## config.mk

```make
export PLATFORM = sky130hd
export DESIGN_NAME = valve_amp
export DESIGN_NICKNAME = d
export VERILOG_FILES = /design/src/hdl/valve_amp.v
export VERILOG_INCLUDE_DIRS = /design/src /design/src/hdl
export SDC_FILE = /design/constraint.sdc
export NUM_CORES = 2
export LEC_CHECK = 0
export ABC_CLOCK_PERIOD_IN_PS = 18100
export BUFFER_PORTS_ARGS = -buffer_cell sky130_fd_sc_hd__buf_4
export CORE_ASPECT_RATIO = 0.5
export CORE_MARGIN = 1.5
export CORE_UTILIZATION = 35
export DETAILED_ROUTE_END_ITERATION = 10
export SYNTH_ARGS = -nofsm -noshare
export SYNTH_HDL_FRONTEND = slang
export SYNTH_SLANG_ARGS = --single-unit
```

## constraint.sdc

```tcl
create_clock -name clk_i -period 18.1 [get_ports clk_i]
set_input_delay 1.81 -clock clk_i [delete_from_list [all_inputs] [get_ports clk_i]]
set_output_delay 1.81 -clock clk_i [all_outputs]
set_load 0.02 [all_outputs]
```

## src/hdl/valve_amp_defs.vh

```
`ifndef VALVE_AMP_DEFS_VH
`define VALVE_AMP_DEFS_VH
// ----------------------------------------
// Timing
// ----------------------------------------
`define CLK_HZ 200000000
`define PWM_HZ 1000
`define PWM_PERIOD_CYC (`CLK_HZ / `PWM_HZ)
`define CABLE_BREAK_MS 100
`define CABLE_BREAK_CYC (`CLK_HZ / 1000 * `CABLE_BREAK_MS)
`define RAMP_STEP_CYC 16'h07d0
// ----------------------------------------
// Register offsets
// ----------------------------------------
`define REG_CTRL 4'h0
`define REG_CONFIG 4'h1
`define REG_DITHER_FREQ 4'h2
`define REG_DITHER_AMP 4'h3
`define REG_IMIN 4'h4
`define REG_IMAX 4'h5
`define REG_SW_DIN 4'h6
`define REG_STATUS 4'h7
`define REG_FIXED_BASE 4'h8
`define REG_NV_CTRL 4'hf
// ----------------------------------------
// Field positions: control
// ----------------------------------------
`define CTRL_REMOTE_BIT 0
`define CTRL_SET_MODE_BIT 1
`define CTRL_SW_ENABLE_BIT 2
// ----------------------------------------
// Field positions: configuration
// ----------------------------------------
`define CFG_OPMODE_LSB 0
`define CFG_OPMODE_MSB 2
`define CFG_CURRENT_IN_BIT 3
`define CFG_CB_ON_BIT 4
`define CFG_CHAR_ON_BIT 5
`define CFG_DOUT1_LSB 6
`define CFG_DOUT1_MSB 7
`define CFG_DOUT2_LSB 8
`define CFG_DOUT2_MSB 9
// ----------------------------------------
// Encodings
// ----------------------------------------
`define OPMODE_UNI1 3'h1
`define OPMODE_UNI2 3'h2
`define OPMODE_BIPOLAR 3'h3
`define OPMODE_TOGGLED 3'h5
`define DOUT1_ERROR 2'h0
`define DOUT1_SOL_A 2'h1
`define DOUT_CONST0 2'h2
`define DOUT_CONST1 2'h3
`define DOUT2_SOL_B 2'h0
// 3 mA of 20 mA full scale on a 10-bit code
`define CB_THRESHOLD 10'h099
// ----------------------------------------
// Reset values
// ----------------------------------------
`define CONFIG_RST 16'h0002
`define DITHER_FREQ_RST 16'h0064
`define DITHER_AMP_RST 16'h0000
`define IMIN_RST 16'h0000
`define IMAX_RST 16'h03ff
`endif

```

## src/hdl/valve_amp.v

```verilog
// Notes on behaviour
// - Each solenoid PWM runs at a fixed 1000 Hz carrier plus dither.
// - Dither frequency and amplitude are separate independent settings.
// - Disabled state forces zero current and accepts local/remote mode selection.
// - Active state drives per mode and refuses mode changes.
// - Local mode enables from the enable input; remote from host commands.
// - Exactly two modes: local uses pins, remote uses host tool.
// - Analogue command is a 10-bit sample; 4-20 mA has reduced span.
// - 4-20 mA with break check on: below 3 mA blocks outputs, flags error.
// - Cable break declared after about 100 ms; outputs follow input meanwhile.
// - Disable-A input high holds solenoid A off.
// - Disable-B input high holds solenoid B off.
// - In local mode, no solenoid current unless the enable input is high.
// - Toggled mode routes current to B when select high, else A.
// - Ramp-off input high bypasses the ramp.
// - Inputs 6,7,8 form binary index, 6 lsb; 1..7 pick fixed values.
// - A non-zero index replaces the analogue command by the stored value.
// - Host can set digital inputs; they act like pin inputs.
// - Output 1 shows error, solenoid A active, constant 0 or 1.
// - Output 2 shows solenoid B active, constant 0 or 1.
// - Changed parameters are saved to non-volatile storage, restored at power-up.
// - User characteristic applies only when optimisation switch is on.
// - Unipolar two-solenoid: 0-50% max..min on B, 50-100% min..max on A.
// - Bipolar: negative drives B min..max, positive drives A min..max.
//
// The plain strobed port and the register addresses were left to the implementer.
`include "valve_amp_defs.vh"
module valve_amp (
  input wire clk_i,
  input wire arst_n_i,
  input wire [3:0] addr_i,
  input wire [15:0] wdata_i,
  input wire wr_i,
  input wire rd_i,
  output reg [15:0] rdata_o,
  input wire [7:0] din_pin_i,
  input wire [9:0] ain_cmd_i,
  input wire ain_valid_i,
  output wire [9:0] char_addr_o,
  input wire [9:0] char_data_i,
  output reg nv_save_o,
  input wire [15:0] nv_data_i,
  input wire nv_valid_i,
  output reg [3:0] nv_addr_o,
  output reg pwm_a_o,
  output reg pwm_b_o,
  output reg dout1_o,
  output reg dout2_o
);
  // ----------------------------------------
  // Input synchronisers
  // ----------------------------------------
  reg [7:0] din_meta_reg;
  reg [7:0] din_sync_reg;
  always @(posedge clk_i or negedge arst_n_i) begin
    if (!arst_n_i) begin
      din_meta_reg <= 8'h00;
      din_sync_reg <= 8'h00;
    end else begin
      din_meta_reg <= din_pin_i;
      din_sync_reg <= din_meta_reg;
    end
  end
  // ----------------------------------------
  // Registers
  // ----------------------------------------
  localparam ST_DISABLED = 2'b01;
  localparam ST_ACTIVE = 2'b10;
  reg [1:0] state_reg;
  reg remote_reg;
  reg sw_enable_reg;
  reg [15:0] config_reg;
  reg [15:0] dither_freq_reg;
  reg [15:0] dither_amp_reg;
  reg [15:0] imin_reg;
  reg [15:0] imax_reg;
  reg [7:0] sw_din_reg;
  reg [9:0] fixed_mem [1:7];
  reg cable_break_reg;
  reg restoring_reg;
  wire is_active = state_reg == ST_ACTIVE;
  // Host-set inputs OR into the pin levels
  wire [7:0] din = din_sync_reg | sw_din_reg;
  wire dis_a = din[0];
  wire dis_b = din[1];
  wire en_pin = din[2];
  wire sel_b = din[3];
  wire ramp_off = din[4];
  wire [2:0] fix_idx = {din[7], din[6], din[5]};
  wire [2:0] opmode = config_reg[`CFG_OPMODE_MSB:`CFG_OPMODE_LSB];
  wire wr_mode = wr_i && addr_i == `REG_CTRL && wdata_i[`CTRL_SET_MODE_BIT];
  integer k;
  // ----------------------------------------
  // Parameter store
  // ----------------------------------------
  // Restore from non-volatile storage after power-up; one word per valid
  always @(posedge clk_i or negedge arst_n_i) begin
    if (!arst_n_i) begin
      config_reg <= `CONFIG_RST;
      dither_freq_reg <= `DITHER_FREQ_RST;
      dither_amp_reg <= `DITHER_AMP_RST;
      imin_reg <= `IMIN_RST;
      imax_reg <= `IMAX_RST;
      sw_din_reg <= 8'h00;
      remote_reg <= 1'b0;
      sw_enable_reg <= 1'b0;
      restoring_reg <= 1'b1;
      nv_addr_o <= 4'h1;
      nv_save_o <= 1'b0;
      for (k = 1; k < 8; k = k + 1)
        fixed_mem[k] <= 10'h000;
    end else begin
      nv_save_o <= 1'b0;
      if (restoring_reg && nv_valid_i) begin
        case (nv_addr_o)
          `REG_CONFIG: config_reg <= nv_data_i;
          `REG_DITHER_FREQ: dither_freq_reg <= nv_data_i;
          `REG_DITHER_AMP: dither_amp_reg <= nv_data_i;
          `REG_IMIN: imin_reg <= nv_data_i;
          `REG_IMAX: imax_reg <= nv_data_i;
          default: begin
            if (nv_addr_o >= `REG_FIXED_BASE)
              fixed_mem[nv_addr_o - `REG_FIXED_BASE + 4'h1] <= nv_data_i[9:0];
          end
        endcase
        if (nv_addr_o == 4'he)
          restoring_reg <= 1'b0;
        else if (nv_addr_o == `REG_IMAX)
          nv_addr_o <= `REG_FIXED_BASE;
        else
          nv_addr_o <= nv_addr_o + 4'h1;
      end else if (wr_i && !restoring_reg) begin
        // Writes during restore are dropped; they would move the restore index
        if (addr_i != `REG_CTRL && addr_i != `REG_SW_DIN && addr_i != `REG_STATUS) begin
          nv_save_o <= 1'b1;
          nv_addr_o <= addr_i;
        end
        case (addr_i)
          `REG_CTRL: begin
            // Mode change only accepted while disabled
            if (wdata_i[`CTRL_SET_MODE_BIT] && !is_active)
              remote_reg <= wdata_i[`CTRL_REMOTE_BIT];
            sw_enable_reg <= wdata_i[`CTRL_SW_ENABLE_BIT];
          end
          `REG_CONFIG: config_reg <= wdata_i;
          `REG_DITHER_FREQ: dither_freq_reg <= wdata_i;
          `REG_DITHER_AMP: dither_amp_reg <= wdata_i;
          `REG_IMIN: imin_reg <= wdata_i;
          `REG_IMAX: imax_reg <= wdata_i;
          `REG_SW_DIN: sw_din_reg <= wdata_i[7:0];
          `REG_STATUS: ;
          `REG_NV_CTRL: ;
          default: fixed_mem[addr_i - `REG_FIXED_BASE + 4'h1] <= wdata_i[9:0];
        endcase
      end
    end
  end
  // ----------------------------------------
  // State machine
  // ----------------------------------------
  wire enable_req = remote_reg ? sw_enable_reg : en_pin;
  always @(posedge clk_i or negedge arst_n_i) begin
    if (!arst_n_i) begin
      state_reg <= ST_DISABLED;
    end else begin
      case (state_reg)
        ST_DISABLED: if (enable_req && !restoring_reg && !wr_mode) state_reg <= ST_ACTIVE;
        ST_ACTIVE: if (!enable_req) state_reg <= ST_DISABLED;
        default: state_reg <= ST_DISABLED;
      endcase
    end
  end
  // ----------------------------------------
  // Command selection and cable break
  // ----------------------------------------
  reg [9:0] ain_reg;
  always @(posedge clk_i or negedge arst_n_i) begin
    if (!arst_n_i)
      ain_reg <= 10'h000;
    else if (ain_valid_i)
      ain_reg <= ain_cmd_i;
  end
  reg [24:0] cb_cnt_reg;
  wire cb_low = config_reg[`CFG_CURRENT_IN_BIT] && config_reg[`CFG_CB_ON_BIT]
    && ain_reg < `CB_THRESHOLD;
  // Outputs keep following the input while this counts
  always @(posedge clk_i or negedge arst_n_i) begin
    if (!arst_n_i) begin
      cb_cnt_reg <= 25'h0000000;
      cable_break_reg <= 1'b0;
    end else if (!cb_low) begin
      cb_cnt_reg <= 25'h0000000;
      cable_break_reg <= 1'b0;
    end else if (cb_cnt_reg == `CABLE_BREAK_CYC - 1) begin
      // Counter parks here, so the flag stays until the input recovers
      cable_break_reg <= 1'b1;
    end else begin
      cb_cnt_reg <= cb_cnt_reg + 25'h0000001;
    end
  end
  // Fixed value overrides the analogue command
  wire [9:0] raw_cmd = (fix_idx != 3'h0) ? fixed_mem[fix_idx] : ain_reg;
  // External characteristic table, used only if the switch is on
  assign char_addr_o = raw_cmd;
  wire [9:0] map_cmd = config_reg[`CFG_CHAR_ON_BIT] ? char_data_i : raw_cmd;
  // ----------------------------------------
  // Ramp
  // ----------------------------------------
  reg [9:0] cmd_reg;
  reg [15:0] ramp_cnt_reg;
  always @(posedge clk_i or negedge arst_n_i) begin
    if (!arst_n_i) begin
      cmd_reg <= 10'h000;
      ramp_cnt_reg <= 16'h0000;
    end else if (ramp_off) begin
      cmd_reg <= map_cmd;
      ramp_cnt_reg <= 16'h0000;
    end else if (ramp_cnt_reg == `RAMP_STEP_CYC) begin
      ramp_cnt_reg <= 16'h0000;
      if (cmd_reg < map_cmd)
        cmd_reg <= cmd_reg + 10'h001;
      else if (cmd_reg > map_cmd)
        cmd_reg <= cmd_reg - 10'h001;
    end else begin
      ramp_cnt_reg <= ramp_cnt_reg + 16'h0001;
    end
  end
  // ----------------------------------------
  // Mode mapping: fraction 0..1023 on A and B
  // ----------------------------------------
  reg [10:0] frac_a;
  reg [10:0] frac_b;
  reg on_a;
  reg on_b;
  always @* begin
    frac_a = 11'h000;
    frac_b = 11'h000;
    on_a = 1'b0;
    on_b = 1'b0;
    case (opmode)
      `OPMODE_UNI1: begin
        frac_a = {1'b0, cmd_reg};
        on_a = 1'b1;
      end
      `OPMODE_UNI2, `OPMODE_BIPOLAR: begin
        if (cmd_reg >= 10'h200) begin
          frac_a = {cmd_reg - 10'h200, 1'b0};
          on_a = 1'b1;
        end else begin
          frac_b = {10'h1ff - cmd_reg, 1'b0};
          on_b = 1'b1;
        end
      end
      `OPMODE_TOGGLED: begin
        if (sel_b) begin
          frac_b = {1'b0, cmd_reg};
          on_b = 1'b1;
        end else begin
          frac_a = {1'b0, cmd_reg};
          on_a = 1'b1;
        end
      end
      default: ;
    endcase
  end
  // Zero current unless active, enabled and unblocked
  // One command input feeds both solenoids, so a break blocks both
  wire run = is_active && !cable_break_reg && (remote_reg || en_pin);
  wire drive_a = run && on_a && !dis_a;
  wire drive_b = run && on_b && !dis_b;
  // ----------------------------------------
  // Dither and PWM
  // ----------------------------------------
  reg [17:0] pwm_cnt_reg;
  reg [31:0] dith_acc_reg;
  reg dith_sign_reg;
  always @(posedge clk_i or negedge arst_n_i) begin
    if (!arst_n_i) begin
      pwm_cnt_reg <= 18'h00000;
      dith_acc_reg <= 32'h00000000;
      dith_sign_reg <= 1'b0;
    end else begin
      if (pwm_cnt_reg == `PWM_PERIOD_CYC - 1)
        pwm_cnt_reg <= 18'h00000;
      else
        pwm_cnt_reg <= pwm_cnt_reg + 18'h00001;
      // Square dither; toggles at twice dither_freq_reg Hz
      if (dith_acc_reg >= `CLK_HZ / 2 - 1) begin
        dith_acc_reg <= 32'h00000000;
        dith_sign_reg <= ~dith_sign_reg;
      end else begin
        dith_acc_reg <= dith_acc_reg + {16'h0000, dither_freq_reg};
      end
    end
  end
  // ----------------------------------------
  // Current setpoint
  // ----------------------------------------
  // Current setpoint: Imin + frac*(Imax-Imin)/1024, +/- dither
  function [17:0] duty;
    input [10:0] frac;
    reg [31:0] span;
    reg [31:0] cur;
    begin
      span = {16'h0000, imax_reg - imin_reg} * {21'h000000, frac};
      cur = {16'h0000, imin_reg} + (span >> 10);
      if (dith_sign_reg)
        cur = cur + {16'h0000, dither_amp_reg};
      else if (cur > {16'h0000, dither_amp_reg})
        cur = cur - {16'h0000, dither_amp_reg};
      else
        cur = 32'h00000000;
      // Dither is clipped at both ends of the code range
      if (cur > 32'h000003ff)
        cur = 32'h000003ff;
      // Current code 0..1023 scaled onto 200000-cycle period
      cur = cur * 32'h000000c3;
      duty = cur[17:0];
    end
  endfunction
  always @(posedge clk_i or negedge arst_n_i) begin
    if (!arst_n_i) begin
      pwm_a_o <= 1'b0;
      pwm_b_o <= 1'b0;
    end else begin
      pwm_a_o <= drive_a && pwm_cnt_reg < duty(frac_a);
      pwm_b_o <= drive_b && pwm_cnt_reg < duty(frac_b);
    end
  end
  // ----------------------------------------
  // Status outputs
  // ----------------------------------------
  always @(posedge clk_i or negedge arst_n_i) begin
    if (!arst_n_i) begin
      dout1_o <= 1'b0;
      dout2_o <= 1'b0;
    end else begin
      case (config_reg[`CFG_DOUT1_MSB:`CFG_DOUT1_LSB])
        `DOUT1_ERROR: dout1_o <= cable_break_reg;
        `DOUT1_SOL_A: dout1_o <= drive_a;
        `DOUT_CONST0: dout1_o <= 1'b0;
        default: dout1_o <= 1'b1;
      endcase
      case (config_reg[`CFG_DOUT2_MSB:`CFG_DOUT2_LSB])
        `DOUT2_SOL_B: dout2_o <= drive_b;
        `DOUT_CONST0: dout2_o <= 1'b0;
        `DOUT_CONST1: dout2_o <= 1'b1;
        default: dout2_o <= 1'b0;
      endcase
    end
  end
  // ----------------------------------------
  // Read port
  // ----------------------------------------
  always @(posedge clk_i or negedge arst_n_i) begin
    if (!arst_n_i) begin
      rdata_o <= 16'h0000;
    end else if (rd_i) begin
      case (addr_i)
        `REG_CTRL: rdata_o <= {13'h0000, sw_enable_reg, 1'b0, remote_reg};
        `REG_CONFIG: rdata_o <= config_reg;
        `REG_DITHER_FREQ: rdata_o <= dither_freq_reg;
        `REG_DITHER_AMP: rdata_o <= dither_amp_reg;
        `REG_IMIN: rdata_o <= imin_reg;
        `REG_IMAX: rdata_o <= imax_reg;
        `REG_SW_DIN: rdata_o <= {8'h00, sw_din_reg};
        `REG_STATUS: rdata_o <= {8'h00, restoring_reg, drive_b, drive_a,
          cable_break_reg, is_active, remote_reg, 2'h0};
        `REG_NV_CTRL: rdata_o <= 16'h0000;
        default: rdata_o <= {6'h00, fixed_mem[addr_i - `REG_FIXED_BASE + 4'h1]};
      endcase
    end else begin
      // Data stand for one cycle only; idle cycles return zero
      rdata_o <= 16'h0000;
    end
  end
endmodule

```

==> reports/qor.csv <==
metric;value;unit
Netlist cell types;95;
Fmax achieved;59.15;MHz
Inst Count DP;5698;
CP arrival;17.37;ns
Final setup viols;0;
CTS Buf Count;30;
post-layout min period;16.91;ns
number of global-route vias before repair;31080;
post-synthesis async set-or-reset flop share;100.0;%
Hold Path Class;reg2reg;
Worst-Margin Slew;1.261;ns
# IOs;105;
top cells by area, synth;dfrtp_1 21%, fa_1 16%, ha_1 14%;
Crit path top cell by count;ha_1;
H-Tree Depth;1;
Seq/Total Area, Yosys;21.81;%
element type at the critical path end;flop;
DRC Markers;0;
Startpoint Class;flop;
Slew Viols, Final;0;
dominant synthesized flop cell;dfrtp_1;
Yosys top cell by area;dfrtp_1;
Total GRT Usage;21.02;%
Core Area;102900;um^2
gate count of the mapped netlist;4243;
RSZ-0062 raised after global routing;false;
Clock Skews;0.05720;ns
Max FO, Critical Path;12;
synthesized cell area;36460;um^2
max FFs per register;70;
Hold WS;0.3499;ns
Die Width;459.5;um
die area;106200;um^2
Non-Filler Instances;5757;
CP delay by family, top;compound AO/OA/AOI/OAI gates;
Crit path required time;18.56;ns
top-area cell type share of the netlist area;20.59;%
Setup TNS Final;0;ns
fraction of final layout cells sized beyond drive strength 1;7.074;%
setup ws final;1.195;ns
dpl ws;0.2380;ns
iteration-0 DRC count of the detailed router;2411;
CP max stage delay;0.56;ns
Vias/cell;5.411;
clk_lat worst skew;0.63;ns
status;finished clean;
first-pass GRT wire length;177700;um
CTS clk-pin slew, worst paths;0.07;ns
kind of critical path;reg2reg;
Rows;83;
count leader, synth;nor2_1;
Post-CTS Hold Buffers;0;
CTS max path bufs;3;
DR vias;31150;
Root Buffer;clkbuf_16;
Worst Path Buf+Inv;8;
Initial Util;35.43;%
GPL Wtd Cong;0.9538;
fin nets;5107;
Antenna Nets Post-Route;0;
Area growth, synth to finish;10.23;%
largest net degree at the start of global routing;120;
wire per inst;19.55;um
drt pass-1 iters;6;
Die Height;231.2;um
CTS tree;done;
normalized max-slew margin;15.65;%
Avg Cell Area, Syn;8.594;um^2
Detailed Place HPWL;88220;um
Buffers on Ports;104;
Post-synth EDFFs;0;
max_cap viols;0;
WL final;112500;um
Yosys reg bits;317;
Yosys warnings;0;
critical path's slowest cell;fa_1;
Reg2Reg Setup Slack;1.19;ns
Final Hold Violating Endpoints;0;
total congestion overflow;0;
filler cell count;10390;
Clock Sink Count;317;
commonest cells in the netlist;532 x nor2_1, 511 x inv_1, 411 x ha_1, 358 x nand2_1, 319 x a21oi_1;
crit share post-route;93.40;%
initial antenna violation count;2;
## cell usage in the layout, fill, tap and decap left out, types with 15 or more instances in the layout
cell type / n
inv_1: 511
nand2b_1: 33
a21oi_1: 318
fa_1: 295
o21bai_1: 31
xor2_1: 85
nor2b_1: 45
and2_1: 35
a221o_1: 17
o21ai_0: 105
conb_1: 63
nand2_1: 358
mux2i_1: 30
a22oi_1: 61
o21ai_1: 19
nor2_1: 527
a211oi_1: 15
mux2_2: 23
a31oi_1: 30
o21a_1: 62
nand4_1: 40
xnor2_1: 132
a22o_1: 20
or3_1: 27
buf_4: 161
and3_1: 32
nor3_1: 86
a21o_1: 43
o221ai_1: 36
o211ai_1: 21
nand3_1: 64
dfstp_2: 17
ha_1: 411
clkbuf_16: 30
dfrtp_1: 300
## final timing paths
kind,from,end,cells past startpoint
min,din_meta_reg[6]$_DFF_PN0_,din_sync_reg[6]$_DFF_PN0_,0
min reg2reg,din_meta_reg[6]$_DFF_PN0_,din_sync_reg[6]$_DFF_PN0_,0
min in group asynchronous,arst_n_i,fixed_mem[55]$_DFFE_PN0P_,1
max,imin_reg[1]$_DFFE_PN0P_,pwm_a_o$_DFF_PN0_,71
max in group asynchronous,arst_n_i,ain_reg[4]$_DFFE_PN0P_,3
max reg2reg,imin_reg[1]$_DFFE_PN0P_,pwm_a_o$_DFF_PN0_,71
## stage by stage
stage | util [%] | area [um^2]
final | 39.06 | 40190
after global routing | 39.05 | 40190
after detailed placement | 37.95 | 39060
after global placement | 37.95 | 39060
after CTS | 38.97 | 40110
after floorplan | - | 36690
## metal layers
layer	vias up	part of all wire [%]	wire length, um	track usage [%]
met5	-	0.0062	7	0
li1	14560	-	-	-
met3	172	7.9	8860	3.801
met4	2	2.7	3047	5.453
met1	15360	45	51140	29.60
met2	1055	44	49480	33.14
## cell families after synthesis
kind of cell / after synthesis / synth area share (%)
AOI/OAI and AO/OA: 923 / 16.75
muxes: 65 / 2.275
xor gates and xnor gates: 221 / 5.308
buffers and inverters: 681 / 7.062
adders and majority gates: 706 / 30.30
other: 2 / 0.02060
and+or+nand+nor: 1328 / 16.47
DFF: 317 / 21.81
## worst register-to-register path, delay by kind of cell (launching register included)
family	cells	cell delay (ns)
simple gates	13	2.33
flops	1	0.41
buf+inv	8	0.98
compound gates	33	6.48
xor+xnor	2	0.40
fa+ha+maj	15	6.11
## layout make-up
cell class	instances	area, um^2	share of cell area, %
antenna	1	2.502	0.006226
clock inverter	10	181.4	0.4514
tap	1402	1754	4.364
inverter	514	1929	4.800
sequential	317	7954	19.79
timing repair buffer	162	1224	3.044
clock buffer	45	867.1	2.157
multi-input combinational	3306	26280	65.39
## timing repair
| action | 4_1_cts | 5_1_grt |
|---|---|---|
| setup endpoints to repair | 0 | 2 |
| resized for setup | 0 | 11 |
| setup buffers | 0 | 3 |
Power is not shown: default switching activity piles up to over one toggle a cycle in this logic, so the estimate is an artifact.
